<file path="config.mk">
export PLATFORM = sky130hd
export DESIGN_NAME = status_cascade
export DESIGN_NICKNAME = d
export VERILOG_FILES = /design/src/hdl/status_cascade_pkg.sv /design/src/hdl/status_cascade.sv /design/src/hdl/event_stage.sv
export VERILOG_INCLUDE_DIRS = /design/src /design/src/hdl
export SDC_FILE = /design/constraint.sdc
export NUM_CORES = 1
export LEC_CHECK = 0
export ABC_AREA = 1
export BUFFER_PORTS_ARGS = -buffer_cell sky130_fd_sc_hd__clkbuf_2
export CORE_MARGIN = 5
export CORE_UTILIZATION = 51
export CTS_CLUSTER_SIZE = 10
export DETAILED_ROUTE_END_ITERATION = 16
export GPL_TIMING_DRIVEN = 0
export PLACE_DENSITY = 0.76
export SYNTH_ARGS = -nofsm -noshare
export SYNTH_HDL_FRONTEND = slang
export SYNTH_HIERARCHICAL = 1
export SYNTH_SLANG_ARGS = --single-unit
</file>
<file path="constraint.sdc">
create_clock -name ref_clk_in -period 1.7 [get_ports ref_clk_in]
set_input_delay 0.17 -clock ref_clk_in [delete_from_list [all_inputs] [get_ports ref_clk_in]]
set_output_delay 0.17 -clock ref_clk_in [all_outputs]
set_load 0.01 [all_outputs]
</file>
<file path="src/hdl/status_cascade_regs.svh">
// Register offsets, field positions and reset values of the status event cascade.
// Assumes a 32-bit AXI4-Lite slave with one aligned word per register.
//
// Overview of operation
// - Enabled measurement instrument events set measurement summary bit.
// - Enable registers read/write, reset to zero.
// - Reading instrument summary event register clears it.
// - Event read returns binary-weighted sum of bits.
// - Enabled summary events set instrument event bit 1.
// - Enabled operation events set operation summary output.
// - Enabled operation instrument events set operation summary bit.
// - Operation and operation instrument reads clear them.
// - Summary condition register is read-only, shows present state.
// - Writing 2049 enables bits 11 and 0.
// - Writing 2 sets only enable bit 1.
// - Enabled measurement events set measurement summary output.
// - Status preset clears every enable register.
`ifndef STATUS_CASCADE_REGS_SVH
`define STATUS_CASCADE_REGS_SVH

`define OFS_MEAS_EVENT        8'h00
`define OFS_MEAS_ENABLE       8'h04
`define OFS_MINST_EVENT       8'h08
`define OFS_MINST_ENABLE      8'h0c
`define OFS_MISUM_EVENT       8'h10
`define OFS_MISUM_ENABLE      8'h14
`define OFS_MISUM_COND        8'h18
`define OFS_OPER_EVENT        8'h1c
`define OFS_OPER_ENABLE       8'h20
`define OFS_OINST_EVENT       8'h24
`define OFS_OINST_ENABLE      8'h28
`define OFS_PRESET            8'h2c
`define OFS_IRQ_STATUS        8'h30
`define OFS_IRQ_MASK          8'h34

`define BIT_MEAS_INSTR_SUM    13
`define BIT_OPER_INSTR_SUM    13
`define BIT_MINST_SUM         1
`define ENABLE_RESET          16'h0000
`define IRQ_BIT_MEAS_SUM      0
`define IRQ_BIT_OPER_SUM      1

`endif

</file>
<file path="src/hdl/status_cascade_pkg.sv">
// Types shared by the status event cascade.
// Assumes the offsets header is included where numbers are needed.
package status_cascade_pkg;
  typedef logic [15:0] status_word_t;

  typedef struct packed {
    logic [7:0]  addr;
    logic [31:0] data;
  } reg_wr_t;

  typedef enum logic [1:0] {
    RD_IDLE = 2'b00,
    RD_RESP = 2'b01
  } rd_state_t;
endpackage : status_cascade_pkg

</file>
<file path="src/hdl/status_cascade.sv">
// Status event cascade: measurement, instrument summary and operation trees over AXI4-Lite.
// Assumes condition inputs synchronous to ref_clk_in and a single-beat AXI4-Lite master.
`timescale 1ns/1ps
`include "status_cascade_regs.svh"
module status_cascade
  import status_cascade_pkg::*;
#(
  parameter int WIDTH = 16
)(
  input  wire logic             ref_clk_in,
  input  wire logic             srst_in,
  input  wire logic [WIDTH-1:0] meas_cond_in,
  input  wire logic [WIDTH-1:0] minst_cond_in,
  input  wire logic [WIDTH-1:0] misum_cond_in,
  input  wire logic [WIDTH-1:0] oper_cond_in,
  input  wire logic [WIDTH-1:0] oinst_cond_in,
  input  wire logic [7:0]       s_axi_awaddr,
  input  wire logic             s_axi_awvalid,
  output logic                  s_axi_awready,
  input  wire logic [31:0]      s_axi_wdata,
  input  wire logic [3:0]       s_axi_wstrb,
  input  wire logic             s_axi_wvalid,
  output logic                  s_axi_wready,
  output logic [1:0]            s_axi_bresp,
  output logic                  s_axi_bvalid,
  input  wire logic             s_axi_bready,
  input  wire logic [7:0]       s_axi_araddr,
  input  wire logic             s_axi_arvalid,
  output logic                  s_axi_arready,
  output logic [31:0]           s_axi_rdata,
  output logic [1:0]            s_axi_rresp,
  output logic                  s_axi_rvalid,
  input  wire logic             s_axi_rready,
  output logic                  meas_summary_out,
  output logic                  operation_summary_bit_out,
  output logic                  irq_out
);
  // ----------------------------------------------------------------
  // Write channel
  // ----------------------------------------------------------------
  logic         aw_held_reg;
  logic         w_held_reg;
  logic [7:0]   aw_addr_reg;
  logic [31:0]  w_data_reg;
  logic [3:0]   w_strb_reg;
  logic         wr_fire;
  reg_wr_t      wr;
  logic [31:0]  wmask;

  assign wr_fire = aw_held_reg && w_held_reg && !s_axi_bvalid;
  assign wr      = {aw_addr_reg, w_data_reg};
  assign wmask   = {{8{w_strb_reg[3]}}, {8{w_strb_reg[2]}}, {8{w_strb_reg[1]}}, {8{w_strb_reg[0]}}};

  always_ff @(posedge ref_clk_in)
  begin
    if (srst_in)
    begin
      aw_held_reg   <= 1'b0;
      w_held_reg    <= 1'b0;
      aw_addr_reg   <= 8'h00;
      w_data_reg    <= 32'h0000_0000;
      w_strb_reg    <= 4'h0;
      s_axi_awready <= 1'b0;
      s_axi_wready  <= 1'b0;
      s_axi_bvalid  <= 1'b0;
      s_axi_bresp   <= 2'b00;
    end
    else
    begin
      s_axi_awready <= !aw_held_reg && !(s_axi_awvalid && s_axi_awready);
      s_axi_wready  <= !w_held_reg && !(s_axi_wvalid && s_axi_wready);
      if (s_axi_awvalid && s_axi_awready)
      begin
        aw_held_reg <= 1'b1;
        aw_addr_reg <= s_axi_awaddr;
      end
      if (s_axi_wvalid && s_axi_wready)
      begin
        w_held_reg <= 1'b1;
        w_data_reg <= s_axi_wdata;
        w_strb_reg <= s_axi_wstrb;
      end
      if (wr_fire)
      begin
        aw_held_reg  <= 1'b0;
        w_held_reg   <= 1'b0;
        s_axi_bvalid <= 1'b1;
        s_axi_bresp  <= (wr.addr[1:0] == 2'b00 && wr.addr <= `OFS_IRQ_MASK) ? 2'b00 : 2'b10;
      end
      else if (s_axi_bready)
        s_axi_bvalid <= 1'b0;
    end
  end

  // Writes with partial strobes merge into the old enable value.
  logic [31:0] wdat;
  assign wdat = wr.data & wmask;

  logic wr_meas_en;
  logic wr_minst_en;
  logic wr_misum_en;
  logic wr_oper_en;
  logic wr_oinst_en;
  logic preset;
  logic wr_irq_status;
  logic wr_irq_mask;

  always_comb
  begin
    wr_meas_en    = 1'b0;
    wr_minst_en   = 1'b0;
    wr_misum_en   = 1'b0;
    wr_oper_en    = 1'b0;
    wr_oinst_en   = 1'b0;
    preset        = 1'b0;
    wr_irq_status = 1'b0;
    wr_irq_mask   = 1'b0;
    if (wr_fire)
    begin
      if (wr.addr == `OFS_MEAS_ENABLE)
        wr_meas_en = 1'b1;
      else if (wr.addr == `OFS_MINST_ENABLE)
        wr_minst_en = 1'b1;
      else if (wr.addr == `OFS_MISUM_ENABLE)
        wr_misum_en = 1'b1;
      else if (wr.addr == `OFS_OPER_ENABLE)
        wr_oper_en = 1'b1;
      else if (wr.addr == `OFS_OINST_ENABLE)
        wr_oinst_en = 1'b1;
      else if (wr.addr == `OFS_PRESET)
        preset = 1'b1;
      else if (wr.addr == `OFS_IRQ_STATUS)
        wr_irq_status = 1'b1;
      else if (wr.addr == `OFS_IRQ_MASK)
        wr_irq_mask = 1'b1;
    end
  end

  // ----------------------------------------------------------------
  // Read channel
  // ----------------------------------------------------------------
  rd_state_t   rd_state_reg;
  logic        rd_take;
  logic [7:0]  rd_addr;
  logic        clr_meas;
  logic        clr_minst;
  logic        clr_misum;
  logic        clr_oper;
  logic        clr_oinst;

  assign rd_take = s_axi_arvalid && s_axi_arready;
  assign rd_addr = s_axi_araddr;
  assign clr_meas  = rd_take && rd_addr == `OFS_MEAS_EVENT;
  assign clr_minst = rd_take && rd_addr == `OFS_MINST_EVENT;
  assign clr_misum = rd_take && rd_addr == `OFS_MISUM_EVENT;
  assign clr_oper  = rd_take && rd_addr == `OFS_OPER_EVENT;
  assign clr_oinst = rd_take && rd_addr == `OFS_OINST_EVENT;

  // ----------------------------------------------------------------
  // Event cascade
  // ----------------------------------------------------------------
  status_word_t misum_ev, misum_en, minst_ev, minst_en, meas_ev, meas_en;
  status_word_t oinst_ev, oinst_en, oper_ev, oper_en;
  logic         misum_sum, minst_sum, meas_sum, oinst_sum, oper_sum;
  status_word_t minst_src, meas_src, oper_src;
  logic [1:0]   irq_status_reg;
  logic [1:0]   irq_mask_reg;

  always_comb
  begin
    minst_src = minst_cond_in;
    minst_src[`BIT_MINST_SUM] = minst_cond_in[`BIT_MINST_SUM] | misum_sum;
  end

  always_comb
  begin
    meas_src = meas_cond_in;
    meas_src[`BIT_MEAS_INSTR_SUM] = meas_cond_in[`BIT_MEAS_INSTR_SUM] | minst_sum;
  end

  always_comb
  begin
    oper_src = oper_cond_in;
    oper_src[`BIT_OPER_INSTR_SUM] = oper_cond_in[`BIT_OPER_INSTR_SUM] | oinst_sum;
  end

  event_stage #(.WIDTH(WIDTH)) u_misum (
    .ref_clk_in     (ref_clk_in),
    .srst_in        (srst_in),
    .cond_in        (misum_cond_in),
    .read_clear_in  (clr_misum),
    .enable_wr_in   (wr_misum_en),
    .enable_data_in ((misum_en & ~wmask[15:0]) | wdat[15:0]),
    .preset_in      (preset),
    .event_out      (misum_ev),
    .enable_out     (misum_en),
    .summary_out    (misum_sum)
  );

  event_stage #(.WIDTH(WIDTH)) u_minst (
    .ref_clk_in     (ref_clk_in),
    .srst_in        (srst_in),
    .cond_in        (minst_src),
    .read_clear_in  (clr_minst),
    .enable_wr_in   (wr_minst_en),
    .enable_data_in ((minst_en & ~wmask[15:0]) | wdat[15:0]),
    .preset_in      (preset),
    .event_out      (minst_ev),
    .enable_out     (minst_en),
    .summary_out    (minst_sum)
  );

  event_stage #(.WIDTH(WIDTH)) u_meas (
    .ref_clk_in     (ref_clk_in),
    .srst_in        (srst_in),
    .cond_in        (meas_src),
    .read_clear_in  (clr_meas),
    .enable_wr_in   (wr_meas_en),
    .enable_data_in ((meas_en & ~wmask[15:0]) | wdat[15:0]),
    .preset_in      (preset),
    .event_out      (meas_ev),
    .enable_out     (meas_en),
    .summary_out    (meas_sum)
  );

  event_stage #(.WIDTH(WIDTH)) u_oinst (
    .ref_clk_in     (ref_clk_in),
    .srst_in        (srst_in),
    .cond_in        (oinst_cond_in),
    .read_clear_in  (clr_oinst),
    .enable_wr_in   (wr_oinst_en),
    .enable_data_in ((oinst_en & ~wmask[15:0]) | wdat[15:0]),
    .preset_in      (preset),
    .event_out      (oinst_ev),
    .enable_out     (oinst_en),
    .summary_out    (oinst_sum)
  );

  event_stage #(.WIDTH(WIDTH)) u_oper (
    .ref_clk_in     (ref_clk_in),
    .srst_in        (srst_in),
    .cond_in        (oper_src),
    .read_clear_in  (clr_oper),
    .enable_wr_in   (wr_oper_en),
    .enable_data_in ((oper_en & ~wmask[15:0]) | wdat[15:0]),
    .preset_in      (preset),
    .event_out      (oper_ev),
    .enable_out     (oper_en),
    .summary_out    (oper_sum)
  );

  always_ff @(posedge ref_clk_in)
  begin
    if (srst_in)
    begin
      meas_summary_out          <= 1'b0;
      operation_summary_bit_out <= 1'b0;
    end
    else
    begin
      meas_summary_out          <= meas_sum;
      operation_summary_bit_out <= oper_sum;
    end
  end

  // ----------------------------------------------------------------
  // Interrupt
  // ----------------------------------------------------------------
  // A rising summary sets a sticky bit; setting wins over write-one-to-clear.
  logic [1:0] sum_now;
  logic [1:0] sum_prev_reg;
  logic [1:0] sum_rise;
  assign sum_now  = {oper_sum, meas_sum};
  assign sum_rise = sum_now & ~sum_prev_reg;

  always_ff @(posedge ref_clk_in)
  begin
    if (srst_in)
    begin
      sum_prev_reg   <= 2'b00;
      irq_status_reg <= 2'b00;
      irq_mask_reg   <= 2'b00;
      irq_out        <= 1'b0;
    end
    else
    begin
      sum_prev_reg   <= sum_now;
      irq_status_reg <= (irq_status_reg & ~(wr_irq_status ? wdat[1:0] : 2'b00)) | sum_rise;
      if (wr_irq_mask)
        irq_mask_reg <= wdat[1:0];
      irq_out <= |(irq_status_reg & irq_mask_reg);
    end
  end

  // ----------------------------------------------------------------
  // Read data
  // ----------------------------------------------------------------
  status_word_t rd_word;
  logic         rd_ok;

  always_comb
  begin
    rd_word = '0;
    rd_ok   = 1'b1;
    if (rd_addr == `OFS_MEAS_EVENT)
      rd_word = meas_ev;
    else if (rd_addr == `OFS_MEAS_ENABLE)
      rd_word = meas_en;
    else if (rd_addr == `OFS_MINST_EVENT)
      rd_word = minst_ev;
    else if (rd_addr == `OFS_MINST_ENABLE)
      rd_word = minst_en;
    else if (rd_addr == `OFS_MISUM_EVENT)
      rd_word = misum_ev;
    else if (rd_addr == `OFS_MISUM_ENABLE)
      rd_word = misum_en;
    else if (rd_addr == `OFS_MISUM_COND)
      rd_word = misum_cond_in;
    else if (rd_addr == `OFS_OPER_EVENT)
      rd_word = oper_ev;
    else if (rd_addr == `OFS_OPER_ENABLE)
      rd_word = oper_en;
    else if (rd_addr == `OFS_OINST_EVENT)
      rd_word = oinst_ev;
    else if (rd_addr == `OFS_OINST_ENABLE)
      rd_word = oinst_en;
    else if (rd_addr == `OFS_PRESET)
      rd_word = '0;
    else if (rd_addr == `OFS_IRQ_STATUS)
      rd_word = {14'h0000, irq_status_reg};
    else if (rd_addr == `OFS_IRQ_MASK)
      rd_word = {14'h0000, irq_mask_reg};
    else
      rd_ok = 1'b0;
  end

  always_ff @(posedge ref_clk_in)
  begin
    if (srst_in)
    begin
      rd_state_reg  <= RD_IDLE;
      s_axi_arready <= 1'b0;
      s_axi_rvalid  <= 1'b0;
      s_axi_rdata   <= 32'h0000_0000;
      s_axi_rresp   <= 2'b00;
    end
    else
    begin
      case (rd_state_reg)
        RD_IDLE:
        begin
          s_axi_arready <= !rd_take;
          if (rd_take)
          begin
            s_axi_rdata   <= {16'h0000, rd_word};
            s_axi_rresp   <= rd_ok ? 2'b00 : 2'b10;
            s_axi_rvalid  <= 1'b1;
            rd_state_reg  <= RD_RESP;
          end
        end
        RD_RESP:
        begin
          if (s_axi_rready)
          begin
            s_axi_rvalid  <= 1'b0;
            s_axi_arready <= 1'b1;
            rd_state_reg  <= RD_IDLE;
          end
        end
        default:
          rd_state_reg <= RD_IDLE;
      endcase
    end
  end
endmodule : status_cascade

</file>
<file path="src/hdl/event_stage.sv">
// One event register stage: latches condition bits, clears on read, keeps enable.
// Assumes one clock and a synchronous active-high reset.
`timescale 1ns/1ps
`include "status_cascade_regs.svh"
module event_stage
  import status_cascade_pkg::*;
#(
  parameter int WIDTH = 16
)(
  input  wire logic             ref_clk_in,
  input  wire logic             srst_in,
  input  wire logic [WIDTH-1:0] cond_in,
  input  wire logic             read_clear_in,
  input  wire logic             enable_wr_in,
  input  wire logic [WIDTH-1:0] enable_data_in,
  input  wire logic             preset_in,
  output logic      [WIDTH-1:0] event_out,
  output logic      [WIDTH-1:0] enable_out,
  output logic                  summary_out
);
  // latch until read
  // New events in the clearing cycle survive, so none is lost.
  always_ff @(posedge ref_clk_in)
  begin
    if (srst_in)
      event_out <= '0;
    else if (read_clear_in)
      event_out <= cond_in;
    else
      event_out <= event_out | cond_in;
  end

  always_ff @(posedge ref_clk_in)
  begin
    if (srst_in || preset_in)
      enable_out <= WIDTH'(`ENABLE_RESET);
    else if (enable_wr_in)
      enable_out <= enable_data_in;
  end

  assign summary_out = |(event_out & enable_out);
endmodule : event_stage

</file>
# Word level (Yosys, flattened, before mapping)
# Cells that the tools add are included.
# W data, S select, Z words.
[totals] reg_bits=224 in_bits=139 out_inout_bits=44 word_cells=212 latch_bits=0 mem_bits_rw=0 mem_count=0 romBits=0
[classes] muxes=90 eq_ne=24 n_reduce_logical=36 order_cmp=1 div_mod_pow=0 addsub=0 bitwise_logic=31 shifts=0 mul=0
[ops] cell="$mux W16" count=16
[ops] cell="$and A16 B16 Y16" count=11
[ops] cell="$or A16 B16 Y16" count=10
[ops] cell="$eq A8 B6 Y1 const B" count=11
[ops] cell="$reduce_or A16 Y1" count=5
[ops] cell="$mux W1" count=63
[ops] cell="$eq A8 B5 Y1 const B" count=5
[ops] cell="$eq A8 B4 Y1 const B" count=3
[ops] cell="$eq A8 B3 Y1 const B" count=2
[ops] cell="$mux W2" count=8
[ops] cell="$not A16 Y16" count=1
[ops] cell="$logic_and A1 B1 Y1" count=13
[ops] cell="$le A8 B6 Y1 const B" count=1
[ops] cell="$logic_not A8 Y1" count=1
[ops] cell="$and A2 B2 Y2" count=3
[ops] cell="$logic_not A1 Y1" count=6
[ops] cell="$reduce_and A2 Y1" count=3
[ops] cell="$logic_not A2 Y1" count=2
[ops] cell="$ne A2 B2 Y1 const B" count=2
[ops] cell="$not A2 Y2" count=2
[ops] cell="$pmux W1 S2" count=2
[ops] cell="$pmux W2 S2" count=1
[ops] cell="$reduce_bool A2 Y1" count=2
[ops] cell="$reduce_or A2 Y1" count=2
[ops] cell="5 further kinds" count=7

# Longest topological paths before layout
[logic_depth] word_depth=16 ltp_mapped=16 ltp_nobuf=15

# Cells and area by module
# Netlist, hierarchy kept.
[modules_own_cells] module="event_stage" cells_each=158 area_per_inst_um2=1231.2 seq_area_each_um2=640.6 n_inst=5
[modules_own_cells] module="status_cascade" cells_each=811 area_per_inst_um2=4649.5 seq_area_each_um2=1161.1 n_inst=1

# Worst setup path after synthesis
# OpenSTA, ideal clock, no wires.
[synth_path] kind="reg-to-reg" from="register s_axi_bvalid" to="register u_oinst.enable_out[10]" period_less_slack_ns=1.911 path_slack_ns=-0.211 path_stages_with_launch=10 setup_ns=0.066 required_time_ns=1.634 arrival_time_ns=1.845 path_buffers=2 path_cell_list="dfxtp_1 > nor3_1 > inv_1 > nor2_1 > nand2_1 > nor3_1 > buf_2 > clkbuf_1 > nand2_1 > a21oi_2"
[synth_via] word_cells_on_any_way=5 cone_classes="mux: 2; reduce/logical: 3"
[synth_lines] element="start: declaration" line_no="status_cascade.sv:25" source="output logic s_axi_bvalid,"
[synth_lines] element="start signal: assignment" line_no="status_cascade.sv:65" source="s_axi_bvalid <= 1'b0;"
[synth_lines] element="start signal: assignment" line_no="status_cascade.sv:87" source="s_axi_bvalid <= 1'b1;"
[synth_lines] element="start signal: assignment" line_no="status_cascade.sv:91" source="s_axi_bvalid <= 1'b0;"
[synth_lines] element="$logic_not A1 Y1" line_no="status_cascade.sv:50" source="assign wr_fire = aw_held_reg && w_held_reg && !s_axi_bvalid;"
[synth_lines] element="$logic_and A1 B1 Y1" line_no="status_cascade.sv:50"
[synth_lines] element="$mux W1" line_no="status_cascade.sv:118" source="if (wr_fire)"
[synth_lines] element="net wr_oinst_en" line_no="status_cascade.sv:103" source="logic wr_oinst_en;"
[synth_lines] element="end signal: assignment" line_no="event_stage.sv:36" source="enable_out <= WIDTH'(`ENABLE_RESET);"
[synth_lines] element="end signal: assignment" line_no="event_stage.sv:38" source="enable_out <= enable_data_in;"
[synth_lines] element="end: declaration" line_no="event_stage.sv:18" source="output logic [WIDTH-1:0] enable_out,"
# The timed path passes the listed nets, and every way through them passes these cells.
# A chain may end at the register's enable or synchronous reset.

# Final worst setup path
[layout_path] from="register aw_addr_reg[6]" to="register u_minst.enable_out[12]"
[layout_via] elab_chain_cells=9 word_cells_on_any_way=17 cone_classes="eq/ne: 6; mux: 10; reduce/logical: 1"
[layout_rtl] element="start: declaration" line_no="status_cascade.sv:43" source="logic [7:0] aw_addr_reg;"
[layout_rtl] element="start signal: assignment" line_no="status_cascade.sv:75" source="aw_addr_reg <= s_axi_awaddr;"
[layout_rtl] element="$eq A8 B6 Y1 (no line)"
[layout_rtl] element="$mux W1" line_no="status_cascade.sv:130" source="else if (wr.addr == `OFS_PRESET)"
[layout_rtl] element="$mux W1" line_no="status_cascade.sv:128" source="else if (wr.addr == `OFS_OINST_ENABLE)"
[layout_rtl] element="$mux W1" line_no="status_cascade.sv:126" source="else if (wr.addr == `OFS_OPER_ENABLE)"
[layout_rtl] element="$mux W1" line_no="status_cascade.sv:124" source="else if (wr.addr == `OFS_MISUM_ENABLE)"
[layout_rtl] element="$mux W1" line_no="status_cascade.sv:122" source="else if (wr.addr == `OFS_MINST_ENABLE)"
[layout_rtl] element="$mux W1 (*)" line_no="status_cascade.sv:120" source="if (wr.addr == `OFS_MEAS_ENABLE)"
[layout_rtl] element="$mux W1 (*)" line_no="status_cascade.sv:118"
[layout_rtl] element="net preset" line_no="status_cascade.sv:104" source="logic preset;"
[layout_rtl] element="$logic_or A1 B1 Y1 (*)" line_no="event_stage.sv:35" source="if (srst_in || preset_in)"
[layout_rtl] element="end signal: assignment" line_no="event_stage.sv:36"
[layout_rtl] element="end signal: assignment" line_no="event_stage.sv:38"
[layout_rtl] element="end: declaration" line_no="event_stage.sv:18"
# The timed path passes the listed nets; every way through them passes the cells marked *.

==> results summary <==
The initial antenna violation count is 3. Setup violations remaining at the end of the flow were counted as 77. The number of unique standard cell types used by synthesis is 37. The biggest area contributor in the post-synthesis netlist is sky130_fd_sc_hd__dfxtp_1. In the global route stage, met2 resource usage came out at 49.84%. The max-capacitance violation count is 0.

Along the worst path, the maximum fanout reaches 5. Setup repair after global routing could not meet its margin everywhere. The non-filler instance count after layout came out at 2229.

The via count of the first global-routing pass is 11251. The multiplexer area fraction after synthesis came out at 0%. Summed over all layers, the routed wires come to 39180 um. The clock transition time at the flip-flop clock pins of the worst setup and hold paths is 0.06 ns. The worst-margin pin slew is 0.7079 ns.

The vertical die dimension came out at 155.6 um. In this run the power density over the cells is 793.7 nW/um2. The setup slack of the worst register-to-register path is -0.10 ns. Clock tree synthesis found a total of 218 sinks. At the end of routability-driven placement, the weighted congestion stood at 0.9754. The area overhead of the layout relative to synthesis is 38.43%. The DRC violation total after the first TritonRoute iteration came out at 1449. The number of inserted diodes is 0.

The number of max-slew violations in the final report is 0. The effective utilization at floorplan is 51.56%. Summing the areas of all fa, ha and maj instances in the mapped netlist gives 0% of the synthesized area.

The HPWL after detailed placement is 26200 um. The number of detailed-routing iterations run before antenna repair is 7. After synthesis, the largest family of logic cells by area is simple AND/OR/NAND/NOR gates.

The setup path with the least slack is of type register to register. The synthesized netlist devotes 18.78% of its cell area to compound gates. CTS placed an instance of sky130_fd_sc_hd__clkbuf_16 at the clock tree root.

The most common cell after layout, fill and taps aside is sky130_fd_sc_hd__nand2_1. In this run the biggest area consumer among cell types represents 40.39% of the synthesized area. In the routed layout, each cell is associated on average with a via count of 5.445. The largest voltage drop on the vdd net is 0.6790 mV.

The number of cell rows came out at 53. Clock latency on the worst-skew pair, taken at its later pin, is 0.53 ns. The fraction of final layout cells with drive strength greater than 1 came out at 25.74%. The leakage power figure is 6.131 nW. The arrival time reported for the critical path endpoint is 2.21 ns. Once routing completed, OpenROAD measured the worst setup slack at -0.1001 ns.

The minimum clock period is 1.800 ns. The deepest level of the CTS H-tree came out at 1. STA puts the critical path data required time at 2.11 ns. The number of I/O pins came out at 183. The number of routed nets with antenna violations came out at 0. The horizontal die dimension came out at 155.6 um. TritonCTS built the clock tree. The mean area per synthesized cell is 6.749 um2. Between clock sinks in the finished design, the worst skew comes to 0.01551 ns. The accumulated negative setup slack came out at -4.497 ns.

The category of the worst setup path launch point is a register. The flow ran to the end, but the final reports show violations. The total of buffers placed on input and output ports came out at 146. The met1 track utilization from global routing is 40.16%. The number of vias in the routed layout is 12138. The type of destination of the critical path is a register. The worst relative slew slack is 52.81%. For this run, the register share of the synthesized area comes to 40.39%. The met3 track demand over resource is 5.576%. The final number of hold-violating endpoints came out at 0. The min-delay analysis places its worst path in the category primary input to register. The final worst hold slack is 0.07479 ns. The top cell types in the final layout, fill and taps aside, are sky130_fd_sc_hd__nand2_1, sky130_fd_sc_hd__dfxtp_1, sky130_fd_sc_hd__nor2_1.

The layout net count came out at 2084. The core occupancy in the finished layout came out at 71.38%. The final critical path takes up 105.9% of the cycle.

Of the total synthesized cell area, the portion taken by XOR and XNOR cells is 0%. The area of the die is 24200 um2. After synthesis the cells add up to 10810 um2. By area the synthesized netlist is led by sky130_fd_sc_hd__dfxtp_1, sky130_fd_sc_hd__nand2_1, sky130_fd_sc_hd__a21oi_1. The first-pass GRT wire length came out at 58710 um. The basic-gate share of the synthesized area counting and, or, nand and nor cells is 28.94%. The largest net degree at the start of global routing came out at 13. The number of placed instances, taps included, is 2039. The maximum count of clock buffers along a single path is 3.

The residual overflow from global routing came out at 0. In the routed design, unresolved DRC markers number 0. The checks that failed: setup timing. After synthesis the netlist holds a flip-flop and latch count of 218.

The area of the core came out at 20960 um2. Based on the critical path, the design can be clocked at up to 0.5555 GHz. The number of warnings printed during yosys synthesis came out at 6. The wire length per cell after detailed routing is 17.58 um. The global router's overall resource usage is 30.41%. met2 is the most crowded layer. The number of clock buffers inserted by TritonCTS came out at 27. Counting every instance in the synthesized netlist gives 1601.
==> repair_timing <==
item                       in CTS  in global routing
cloned                          4                  6
setup endpoints to repair      98                106
hold endpoints to repair      109                  0
setup buffers                  22                 17
resized for setup             116                 87
hold buffers                  108                  0
pin swaps                      27                 16
==> synthesized netlist by cell type <==
master	instances
sky130_fd_sc_hd__nand2_1	471
sky130_fd_sc_hd__a221oi_1	7
sky130_fd_sc_hd__inv_4	1
sky130_fd_sc_hd__buf_4	23
sky130_fd_sc_hd__inv_1	156
sky130_fd_sc_hd__nand3_1	30
sky130_fd_sc_hd__clkbuf_8	1
sky130_fd_sc_hd__or2_1	5
sky130_fd_sc_hd__a21oi_2	52
sky130_fd_sc_hd__clkinv_1	2
sky130_fd_sc_hd__buf_12	5
sky130_fd_sc_hd__or2_2	5
sky130_fd_sc_hd__a21oi_1	167
sky130_fd_sc_hd__inv_2	5
sky130_fd_sc_hd__a41oi_1	1
sky130_fd_sc_hd__nand3b_1	4
sky130_fd_sc_hd__buf_1	1
sky130_fd_sc_hd__nor3_1	16
sky130_fd_sc_hd__a2111oi_0	1
sky130_fd_sc_hd__nor2_4	6
sky130_fd_sc_hd__nor4_1	3
sky130_fd_sc_hd__nor2_2	7
sky130_fd_sc_hd__nand4_1	16
sky130_fd_sc_hd__o21ai_0	124
sky130_fd_sc_hd__clkbuf_1	28
sky130_fd_sc_hd__nor2_1	194
sky130_fd_sc_hd__dfxtp_1	218
sky130_fd_sc_hd__nand2_4	1
sky130_fd_sc_hd__conb_1	1
sky130_fd_sc_hd__a31oi_1	1
sky130_fd_sc_hd__buf_2	20
sky130_fd_sc_hd__o21a_1	2
sky130_fd_sc_hd__buf_6	14
sky130_fd_sc_hd__dlygate4sd3_1	1
sky130_fd_sc_hd__nand3_2	1
sky130_fd_sc_hd__nand2_2	9
sky130_fd_sc_hd__o21ai_2	2
==> cell type report <==
type | count | area (um2)
plain buffers | 91 | 759.5
clock buffers | 36 | 749.5
clock inverters | 2 | 13.76
fillers | 1633 | 5997
inverters | 164 | 664.4
multi-input cells | 1143 | 5650
flip-flops and latches | 218 | 4370
well taps | 275 | 344.1
repair buffers | 300 | 2406
==> worst max-delay path, stage by stage (launching register included) <==
cell,delay [ns]
sky130_fd_sc_hd__dfxtp_2,0.32
sky130_fd_sc_hd__nor2_2,0.11
sky130_fd_sc_hd__inv_2,0.10
sky130_fd_sc_hd__nor3_4,0.22
sky130_fd_sc_hd__buf_6,0.13
sky130_fd_sc_hd__nand2_4,0.05
sky130_fd_sc_hd__nor2_4,0.26
sky130_fd_sc_hd__or2_1,0.19
sky130_fd_sc_hd__buf_6,0.14
sky130_fd_sc_hd__clkbuf_16,0.15
sky130_fd_sc_hd__a21oi_2,0.03
==> layer usage <==
layer	vias to the layer above	part of all wire [%]
li1	5751	-
met1	5515	39
met2	739	45
met3	127	11
met4	6	4.4
met5	-	0.15
==> report_power, final <==
group / total (mW) / internal (mW) / switching, mW
logic: 1.26 / 0.604 / 0.657
registers: 5.50 / 5.31 / 0.182
clock network: 5.11 / 3.02 / 2.10
==> path summary, 6_finish.rpt <==
path	from	endpoint	cells past startpoint
setup / recovery	aw_addr_reg[6]	u_minst/enable_out[12]	10
hold / removal	s_axi_awvalid	aw_addr_reg[2]	4
setup reg to reg	aw_addr_reg[6]	u_minst/enable_out[12]	10
hold reg to reg	w_held_reg	s_axi_wready	1
==> cell families after synthesis <==
logic type	Yosys count
flip-flops	218
buffers and inverters	257
AO/OA/AOI/OAI	357
other	1
AND/OR/NAND/NOR	768
==> through the flow <==
step	setup WS [ns]	total power [mW]	cell area (um2)
6_report	-0.1001	11.87	14960
5_1_grt	-0.1814	12.27	14960
4_1_cts	-0.2169	11.74	14370
3_5_place_dp	-0.4692	6.463	11970
3_3_place_gp	-0.4900	6.443	11970
2_1_floorplan	0.005402	6.070	10890
Note: power is estimated with default switching activity, not from simulation.
